### src/hw/sleep_gate_consts.vh
// constants for the sleep-mode clock gate bank: offsets, fields, resets
`ifndef SLEEP_GATE_CONSTS_VH
`define SLEEP_GATE_CONSTS_VH

// ----------------------------------------------------------------------
// address map (byte offsets inside the system control block)
// ----------------------------------------------------------------------
`define SYSCTL_BASE       32'h400FE000
`define ADDR_W            12
`define OFS_RUN_GATE      12'h104
`define OFS_SLEEP_GATE    12'h114
`define OFS_DEEP_GATE     12'h124
`define OFS_RUN_CFG       12'h0F0
`define OFS_IRQ_STATUS    12'h130
`define OFS_IRQ_MASK      12'h134
`define OFS_GATE_STATE    12'h138

// ----------------------------------------------------------------------
// gating register fields (same layout in run, sleep and deep-sleep)
// ----------------------------------------------------------------------
`define BIT_GP_COUNTER2   18
`define BIT_GP_COUNTER1   17
`define BIT_GP_COUNTER0   16
`define BIT_TWO_WIRE0     12
`define BIT_SYNC_SERIAL0  4
`define BIT_ASYNC_SERIAL1 1
`define BIT_ASYNC_SERIAL0 0
`define GATE_MASK         32'h00071013
`define GATE_RESET        32'h00000000
`define NUM_PERIPH        7

// ----------------------------------------------------------------------
// run clock configuration, interrupt and state register fields
// ----------------------------------------------------------------------
`define CFG_AUTO_BIT      0
`define CFG_RESET         32'h00000000
`define IRQ_W             4
`define IRQ_FAULT         0
`define IRQ_SLEEP         1
`define IRQ_DEEP          2
`define IRQ_WAKE          3
`define IRQ_RESET         4'h0
`define STATE_PWR_LSB     8
`define STATE_AUTO_BIT    12

// ----------------------------------------------------------------------
// bus answer codes and timing
// ----------------------------------------------------------------------
`define RESP_OKAY         2'h0
`define RESP_SLVERR       2'h2
`define BUS_WAIT_CYCLES   1

`endif

### src/hw/periph_gate_cell.v
// one peripheral's clock gate: picks the active bit, holds enable, flags faults
`timescale 1ns/10ps
`default_nettype none

module periph_gate_cell (
  // clock and reset
  input  wire mclk,
  input  wire rst_n,
  // gate bits from the three gating registers
  input  wire runBit,
  input  wire sleepBit,
  input  wire deepBit,
  // power state and selection
  input  wire autoSel,
  input  wire inSleep,
  input  wire inDeep,
  // peripheral access check
  input  wire accessReq,
  output wire clkEn,
  output wire accessFault
);

  reg  clkEn_ff;   // registered so the enable never glitches mid-cycle
  reg  nxt_clkEn;  // selected gate bit

  // ----------------------------------------------------------------------
  // gate selection by power state
  // ----------------------------------------------------------------------
  // without auto select the run bit rules in every state
  always @* begin
    nxt_clkEn = runBit;
    if (autoSel && inDeep) begin
      nxt_clkEn = deepBit;
    end else if (autoSel && inSleep) begin
      nxt_clkEn = sleepBit;
    end else begin
      nxt_clkEn = runBit;
    end
  end

  // enable flop, cleared so the unit starts unclocked
  always @(posedge mclk or negedge rst_n) begin
    if (!rst_n) begin
      clkEn_ff <= 1'b0;
    end else begin
      clkEn_ff <= nxt_clkEn;
    end
  end

  assign clkEn       = clkEn_ff;
  // a touch of an unclocked unit is answered as a fault
  assign accessFault = accessReq & ~clkEn_ff;

endmodule
`default_nettype wire

### src/hw/sleep_mode_clock_gate_bank.v
// sleep-mode clock gate bank with run/deep companions and avalon slave
//
// Summary of operation
// - gate bit one clocks unit, zero disables
// - access to gated-off unit gets bus fault
// - reset clears all sleep gate bits
// - with auto select set, power state picks run, sleep or deep gates
// - sleep gates apply only with auto select set
// - bits 18,17,16 gate counters two, one, zero
// - bit 12 gates two-wire serial unit zero
// - bit 4 gates synchronous serial unit zero
// - bits 1,0 gate async serial one, zero
// - reserved bits read zero, writes ignored
// - sleep gate register sits at offset 0x114
`timescale 1ns/10ps
`default_nettype none
`include "sleep_gate_consts.vh"

module sleep_mode_clock_gate_bank (
  // clock and reset
  input  wire                      mclk,
  input  wire                      rst_n,
  // avalon-mm slave
  input  wire [`ADDR_W-1:0]        address,
  input  wire                      read,
  input  wire                      write,
  input  wire [31:0]               writedata,
  input  wire [3:0]                byteenable,
  output wire                      waitrequest,
  output wire [31:0]               readdata,
  output wire [1:0]                response,
  // power state requests from the core, same clock
  input  wire                      sleepReq,
  input  wire                      deepSleepReq,
  // peripheral side: access strobes in, enables and fault out
  input  wire [`NUM_PERIPH-1:0]    periphReq,
  output wire [`NUM_PERIPH-1:0]    periphClkEn,
  output wire                      periphFault,
  // interrupt
  output wire                      irq
);

  // ----------------------------------------------------------------------
  // power state machine encoding (one-hot)
  // ----------------------------------------------------------------------
  localparam [2:0] PWR_RUN   = 3'h1; // normal running
  localparam [2:0] PWR_SLEEP = 3'h2; // sleep
  localparam [2:0] PWR_DEEP  = 3'h4; // deep sleep

  // ----------------------------------------------------------------------
  // registers
  // ----------------------------------------------------------------------
  reg  [31:0]             runGate_ff;    // run-mode gates
  reg  [31:0]             sleepGate_ff;  // sleep-mode gates
  reg  [31:0]             deepGate_ff;   // deep-sleep gates
  reg  [31:0]             runCfg_ff;     // run clock config, auto select
  reg  [`IRQ_W-1:0]       irqStatus_ff;  // sticky events
  reg  [`IRQ_W-1:0]       irqMask_ff;    // event enables
  reg  [2:0]              pwrState_ff;   // one-hot power state
  reg  [2:0]              nxt_pwrState;  // next power state
  reg                     ack_ff;        // second cycle of a bus request
  reg  [31:0]             readdata_ff;   // captured read word
  reg  [1:0]              response_ff;   // captured answer code
  reg  [31:0]             nxt_readdata;  // read mux result
  reg                     nxt_hit;       // address is mapped
  reg  [`IRQ_W-1:0]       nxt_irqStatus; // status after set and clear

  // ----------------------------------------------------------------------
  // wires
  // ----------------------------------------------------------------------
  wire                    busReq;        // read or write pending
  wire                    busTake;       // request completes this edge
  wire                    wrTake;        // write completes this edge
  wire [31:0]             beMask;        // byte lanes as bit mask
  wire [31:0]             wrBits;        // masked write data
  wire                    autoSel;       // auto clock gating selected
  wire [`NUM_PERIPH-1:0]  runVec;        // compressed run gates
  wire [`NUM_PERIPH-1:0]  sleepVec;      // compressed sleep gates
  wire [`NUM_PERIPH-1:0]  deepVec;       // compressed deep gates
  wire [`NUM_PERIPH-1:0]  faultVec;      // per-unit fault flags
  wire [`IRQ_W-1:0]       irqEvent;      // this cycle's events
  wire [31:0]             gateState;     // live state readback

  // ----------------------------------------------------------------------
  // gate field extraction
  // ----------------------------------------------------------------------
  // index 0..6: async0, async1, sync0, two-wire0, counter0, 1, 2
  function [`NUM_PERIPH-1:0] gateVec;
    input [31:0] r;
    begin
      gateVec = {r[`BIT_GP_COUNTER2],
                 r[`BIT_GP_COUNTER1],
                 r[`BIT_GP_COUNTER0],
                 r[`BIT_TWO_WIRE0],
                 r[`BIT_SYNC_SERIAL0],
                 r[`BIT_ASYNC_SERIAL1],
                 r[`BIT_ASYNC_SERIAL0]};
    end
  endfunction

  assign runVec   = gateVec(runGate_ff);
  assign sleepVec = gateVec(sleepGate_ff);
  assign deepVec  = gateVec(deepGate_ff);
  assign autoSel  = runCfg_ff[`CFG_AUTO_BIT];

  // ----------------------------------------------------------------------
  // bus handshake
  // ----------------------------------------------------------------------
  // one wait state: the first cycle decodes, the second answers.
  // costs a cycle per access but keeps the read mux off the output path.
  assign busReq      = read | write;
  assign busTake     = busReq & ack_ff;
  assign wrTake      = write & ack_ff;
  assign waitrequest = busReq & ~ack_ff;

  // ack toggles high for exactly the answering cycle
  always @(posedge mclk or negedge rst_n) begin
    if (!rst_n) begin
      ack_ff <= 1'b0;
    end else if (busTake) begin
      ack_ff <= 1'b0; // request released after this edge
    end else begin
      ack_ff <= busReq;
    end
  end

  // byte lanes expand to a bit mask for partial writes
  assign beMask = {{8{byteenable[3]}}, {8{byteenable[2]}},
                   {8{byteenable[1]}}, {8{byteenable[0]}}};
  // reserved bits of the gate registers never take a write
  assign wrBits = writedata & beMask;

  // ----------------------------------------------------------------------
  // address decode and read mux
  // ----------------------------------------------------------------------
  // gate registers hold only implemented bits, so reserved bits read zero
  always @* begin
    nxt_hit      = 1'b1;
    nxt_readdata = 32'h00000000;
    case (address)
      `OFS_RUN_GATE: begin
        nxt_readdata = runGate_ff;
      end
      `OFS_SLEEP_GATE: begin
        nxt_readdata = sleepGate_ff & `GATE_MASK;
      end
      `OFS_DEEP_GATE: begin
        nxt_readdata = deepGate_ff;
      end
      `OFS_RUN_CFG: begin
        nxt_readdata = runCfg_ff;
      end
      `OFS_IRQ_STATUS: begin
        nxt_readdata = {{(32-`IRQ_W){1'b0}}, irqStatus_ff};
      end
      `OFS_IRQ_MASK: begin
        nxt_readdata = {{(32-`IRQ_W){1'b0}}, irqMask_ff};
      end
      `OFS_GATE_STATE: begin
        nxt_readdata = gateState;
      end
      default: begin
        // unmapped offset answers with a slave error and zero data
        nxt_hit      = 1'b0;
        nxt_readdata = 32'h00000000;
      end
    endcase
  end

  // read data and answer code are captured in the decode cycle
  always @(posedge mclk or negedge rst_n) begin
    if (!rst_n) begin
      readdata_ff <= 32'h00000000;
      response_ff <= `RESP_OKAY;
    end else if (busReq && !ack_ff) begin
      readdata_ff <= read ? nxt_readdata : 32'h00000000;
      response_ff <= nxt_hit ? `RESP_OKAY : `RESP_SLVERR;
    end
  end

  assign readdata = readdata_ff;
  assign response = response_ff;

  // ----------------------------------------------------------------------
  // gating registers
  // ----------------------------------------------------------------------
  // all three start cleared, so every unit begins unclocked;
  // software must enable what it needs before touching it
  always @(posedge mclk or negedge rst_n) begin
    if (!rst_n) begin
      runGate_ff   <= `GATE_RESET;
      sleepGate_ff <= `GATE_RESET;
      deepGate_ff  <= `GATE_RESET;
    end else if (wrTake) begin
      if (address == `OFS_RUN_GATE) begin
        runGate_ff <= ((runGate_ff & ~beMask) | wrBits) & `GATE_MASK;
      end
      if (address == `OFS_SLEEP_GATE) begin
        // reserved lanes drop out, so read-modify-write is harmless
        sleepGate_ff <= ((sleepGate_ff & ~beMask) | wrBits) & `GATE_MASK;
      end
      if (address == `OFS_DEEP_GATE) begin
        deepGate_ff <= ((deepGate_ff & ~beMask) | wrBits) & `GATE_MASK;
      end
    end
  end

  // run clock config: only the auto select bit is implemented here
  always @(posedge mclk or negedge rst_n) begin
    if (!rst_n) begin
      runCfg_ff <= `CFG_RESET;
    end else if (wrTake && address == `OFS_RUN_CFG && byteenable[0]) begin
      runCfg_ff <= {31'h00000000, writedata[`CFG_AUTO_BIT]};
    end
  end

  // ----------------------------------------------------------------------
  // power state machine
  // ----------------------------------------------------------------------
  // deep sleep wins when both requests are high; leaving deep falls to sleep while sleepReq holds, else run
  always @* begin
    nxt_pwrState = pwrState_ff;
    case (pwrState_ff)
      PWR_RUN: begin
        if (deepSleepReq) begin
          nxt_pwrState = PWR_DEEP;
        end else if (sleepReq) begin
          nxt_pwrState = PWR_SLEEP;
        end
      end
      PWR_SLEEP: begin
        if (deepSleepReq) begin
          nxt_pwrState = PWR_DEEP;
        end else if (!sleepReq) begin
          nxt_pwrState = PWR_RUN;
        end
      end
      PWR_DEEP: begin
        if (!deepSleepReq) begin
          nxt_pwrState = sleepReq ? PWR_SLEEP : PWR_RUN;
        end
      end
      default: begin
        // illegal code recovers to run
        nxt_pwrState = PWR_RUN;
      end
    endcase
  end

  // state flop
  always @(posedge mclk or negedge rst_n) begin
    if (!rst_n) begin
      pwrState_ff <= PWR_RUN;
    end else begin
      pwrState_ff <= nxt_pwrState;
    end
  end

  // ----------------------------------------------------------------------
  // per-peripheral gates
  // ----------------------------------------------------------------------
  genvar gi;
  generate
    for (gi = 0; gi < `NUM_PERIPH; gi = gi + 1) begin : gateCell
      periph_gate_cell uCell (
        .mclk        (mclk),
        .rst_n       (rst_n),
        .runBit      (runVec[gi]),
        .sleepBit    (sleepVec[gi]),
        .deepBit     (deepVec[gi]),
        .autoSel     (autoSel),
        .inSleep     (pwrState_ff[1]),
        .inDeep      (pwrState_ff[2]),
        .accessReq   (periphReq[gi]),
        .clkEn       (periphClkEn[gi]),
        .accessFault (faultVec[gi])
      );
    end
  endgenerate

  // any strobe at a gated unit is answered as a bus fault
  assign periphFault = |faultVec;

  // live readback: enables, power state, auto select
  assign gateState = {19'h00000, autoSel, 1'b0, pwrState_ff,
                      1'b0, periphClkEn};

  // ----------------------------------------------------------------------
  // interrupt status and mask
  // ----------------------------------------------------------------------
  // events: fault, entry to sleep, entry to deep sleep, return to run
  assign irqEvent[`IRQ_FAULT] = periphFault;
  assign irqEvent[`IRQ_SLEEP] = (nxt_pwrState == PWR_SLEEP) &&
                                (pwrState_ff != PWR_SLEEP);
  assign irqEvent[`IRQ_DEEP]  = (nxt_pwrState == PWR_DEEP) &&
                                (pwrState_ff != PWR_DEEP);
  assign irqEvent[`IRQ_WAKE]  = (nxt_pwrState == PWR_RUN) &&
                                (pwrState_ff != PWR_RUN);

  // write-one-to-clear; a new event in the same cycle wins the clear
  always @* begin
    nxt_irqStatus = irqStatus_ff;
    if (wrTake && address == `OFS_IRQ_STATUS && byteenable[0]) begin
      nxt_irqStatus = irqStatus_ff & ~writedata[`IRQ_W-1:0];
    end
    nxt_irqStatus = nxt_irqStatus | irqEvent;
  end

  // status and mask flops
  always @(posedge mclk or negedge rst_n) begin
    if (!rst_n) begin
      irqStatus_ff <= `IRQ_RESET;
      irqMask_ff   <= `IRQ_RESET;
    end else begin
      irqStatus_ff <= nxt_irqStatus;
      if (wrTake && address == `OFS_IRQ_MASK && byteenable[0]) begin
        irqMask_ff <= writedata[`IRQ_W-1:0];
      end
    end
  end

  // level interrupt while any unmasked status bit stands
  assign irq = |(irqStatus_ff & irqMask_ff);

endmodule
`default_nettype wire

### config.mk
export PLATFORM = sky130hd
export DESIGN_NAME = sleep_mode_clock_gate_bank
export DESIGN_NICKNAME = d
export VERILOG_FILES = /design/src/hw/periph_gate_cell.v /design/src/hw/sleep_mode_clock_gate_bank.v
export VERILOG_INCLUDE_DIRS = /design/src /design/src/hw
export SDC_FILE = /design/constraint.sdc
export NUM_CORES = 1
export LEC_CHECK = 0
export BUFFER_PORTS_ARGS = -buffer_cell sky130_fd_sc_hd__buf_4
export CAP_MARGIN = 20
export CELL_PAD_IN_SITES_DETAIL_PLACEMENT = 1
export CELL_PAD_IN_SITES_GLOBAL_PLACEMENT = 1
export CORE_MARGIN = 2
export CORE_UTILIZATION = 40
export CTS_CLUSTER_SIZE = 40
export DETAILED_ROUTE_END_ITERATION = 10
export PLACE_DENSITY_LB_ADDON = 0.3
export SYNTH_ARGS = -nofsm -noshare
export SYNTH_HDL_FRONTEND = slang
export SYNTH_SLANG_ARGS = --single-unit
### constraint.sdc
create_clock -name mclk -period 3.1 [get_ports mclk]
set_clock_uncertainty 0.1 [all_clocks]
set_input_delay 0.31 -clock mclk [delete_from_list [all_inputs] [get_ports mclk]]
set_output_delay 0.31 -clock mclk [all_outputs]
set_load 0.01 [all_outputs]
==> results.json <==
{
  "worst_case_vdd_ir_drop_uv": 172.6,
  "grt.total_usage_pct": 19.59,
  "vias_in_the_first_global_route": 2199,
  "final_critical_path_setup_slack_ns": 0.8761,
  "clock_tree.buffer_depth": 2,
  "crit_type": "in2reg",
  "area_growth_syn_to_layout_pct": 18.08,
  "setup_repair_after_global_routing_missed_its_margin": "false",
  "rr_worst_depth": 4,
  "hold_path_end": "pwrState_ff[0]$_DFF_PN1_",
  "final-setup-viol-count": 0,
  "clkSlewWorstSetupHoldPaths_ns": 0.10,
  "synthFlopType": "sky130_fd_sc_hd__dfrtp_1",
  "worst_setup_path_end_kind": "flip-flop",
  "powerDensity_nw_per_um2": 409.3,
  "postRouteAntennaNets": 0,
  "antenna_cells": 0,
  "drt-total-wl_um": 7327,
  "synthesis.yosys.warnings": 0,
  "seq_area_frac_synth_pct": 48.15,
  "routed-via-count": 2166,
  "die_x_um": 89.34,
  "grt_first_pass_wirelength_um": 11660,
  "cap_viol_max_count": 0,
  "design.core.area_um2": 7137,
  "cts_max_level": 2,
  "fmaxAchievable_mhz": 449.7,
  "initial_core_util_pct": 40.81,
  "post-dp-hpwl_um": 5661,
  "routed_wire_length_per_instance_um": 17.45,
  "detail_route.drc_violations": 0,
  "placed_area_um2": 3341,
  "numPlacedInstances": 411,
  "post_cts.resized_instances": 0,
  "hold_start": "sleepReq",
  "post_synthesis_cell_area_um2": 2913,
  "share_of_flip_flops_with_an_asynchronous_set_or_reset_pct": 100.0,
  "post_synth_inst_count": 267,
  "drtPass1Iterations": 4,
  "numCtsBuffers": 5,
  "ff2ff_setup_slack_ns": 1.10,
  "synth_edf_count": 0,
  "antenna_found_initial": 0,
  "finalHoldViolations": 0,
  "leakagePower_uw": 0.001625,
  "fillers": 839,
  "vias_per_cell": 5.157,
  "fp.dieArea_um2": 7981,
  "port-buffer-count": 61,
  "place_congestion": 0.9168,
  "io_pins": 105,
  "status": "finished clean",
  "worst-slew-pin-transition_ns": 0.7023,
  "placementRows": 31,
  "synth_seq_cells": 56,
  "synth.avg_cell_area_um2": 10.91,
  "power.total_uw": 1408,
  "post_layout_nonfiller_instances": 420,
  "final_max_slew_viol_count": 0,
  "grt_max_degree": 57,
  "min_path_cells": 2,
  "detail_route.iter0.violations": 76,
  "worst_skew_late_latency_ns": 0.31,
  "drive_gt1_share_pct": 33.33,
  "cts_tree": "yes",
  "r2r_path_start": "ack_ff$_DFF_PN0_",
  "clock-root-buffer": "sky130_fd_sc_hd__clkbuf_8",
  "critical_path.startpoint_type": "input pin",
  "die_h_um": 89.34,
  "final_cell_area_um2": 3440,
  "slew_headroom_pct": 52.75,
  "timing.critical_path.required_ns": 3.21,
  "layout_min_cycle_time_ns": 2.224,
  "cp_max_fo": 7,
  "synth_cell_type_count": 40,
  "overflow": 0,
  "period_share_pct": 71.74,
  "min-delay-path-class": "in2reg",
  "finalSetupTns_ns": 0,
  "detailedPlace.worstSlack_ns": 0.4728,
  "clkSinkCount": 56,
  "nets": 381,
  "post-cts-setup-buffers": 0,
  "hold_buf_count_cts": 1,
  "crit_arrival_ns": 2.33,
  "r2r-end": "irqStatus_ff[2]$_DFF_PN0_"
}
[cell families (layout without fill, tap and decap cells)]
kind of cell,after synthesis,in the layout,share of synthesized area [%]
XOR/XNOR,3,3,0.9022
AO/OA/AOI/OAI,55,55,14.22
AND/OR/NAND/NOR,69,69,12.37
other,1,19,0.1287
flip-flops,56,56,48.15
multiplexers,37,37,14.82
buffers and inverters,46,82,9.407
[synth_stat cells, types with 6 or more instances]
cell,n,area [µm²]
sky130_fd_sc_hd__a21oi_1,7,35.03
sky130_fd_sc_hd__a22o_1,20,175.2
sky130_fd_sc_hd__nor2_1,13,48.80
sky130_fd_sc_hd__mux2_2,29,326.6
sky130_fd_sc_hd__dfrtp_1,55,1376
sky130_fd_sc_hd__clkbuf_1,7,26.28
sky130_fd_sc_hd__mux2i_1,6,60.06
sky130_fd_sc_hd__buf_4,26,195.2
sky130_fd_sc_hd__nand2_1,22,82.58
sky130_fd_sc_hd__inv_1,10,37.54
sky130_fd_sc_hd__o21ai_0,9,45.04
sky130_fd_sc_hd__nand3_1,9,45.04
[stage by stage]
step,hold WS (ns),utilization (%)
2_1_floorplan,-0.08559,-
3_5_place_dp,0.3118,46.81
5_1_grt,0.06391,48.19
3_3_place_gp,0.3072,46.81
4_1_cts,0.04644,48.19
6_report,0.05271,48.19
[layout make-up]
type                       count  area (µm²)  share of cell area [%]
tap                           99       123.9                   3.601
clock inverter                 2       16.27                  0.4729
clock buffer                   6       72.57                   2.110
inverter                      10       37.54                   1.091
sequential                    56        1403                   40.78
multi-input combinational    183        1304                   37.90
timing repair buffer          64       483.0                   14.04
[worst max-delay path by stage]
stage	end	slack [ns]	cells after the start	startpoint
after floorplan	flip-flop	1.05	4	address[1]
after global placement	irqStatus_ff[2]$_DFF_PN0_	0.59	6	address[1]
after detailed placement	irqStatus_ff[2]$_DFF_PN0_	0.47	6	address[1]
after CTS	irqStatus_ff[2]$_DFF_PN0_	0.82	6	address[1]
after global routing	irqStatus_ff[2]$_DFF_PN0_	0.58	6	address[1]
final	irqStatus_ff[2]$_DFF_PN0_	0.88	6	address[1]
[per-layer routing]
metal | global-route usage [%] | vias to the layer above | part of all wire (%)
met5 | 0 | - | 0
met1 | 26.71 | 1081 | 46
met4 | 3.664 | 0 | 1.0
met2 | 33.06 | 53 | 49
li1 | - | 1026 | -
met3 | 3.509 | 6 | 3.8
[cell usage in the layout (no fill, tap or decap), drive strengths merged, types with 3 or more instances in the layout]
cell and n:
buf 63, nand3 9, inv 10, conb 19
clkbuf 6, nor3 4, o21ai 10, dfrtp 55
a32o 4, a222oi 3, nor2b 4, mux2i 6
nor2 15, mux2 29, a21oi 7, nand2 22
nand2b 3, a22o 20
[power by group]
group	leakage, µW	internal [µW]	total (µW)	switching [µW]
clock network	0.0000414	161	402	240
registers	0.000752	754	806	52.3
logic	0.000832	85.3	200	115
[critical path, stage by stage]
cell                      delay (ns)
sky130_fd_sc_hd__buf_4          0.11
sky130_fd_sc_hd__nor4_1         0.52
sky130_fd_sc_hd__nand3_1        0.35
sky130_fd_sc_hd__nor4_1         0.68
sky130_fd_sc_hd__nand2_1        0.12
sky130_fd_sc_hd__a32o_1         0.23
(Power assumes the default switching activity.)
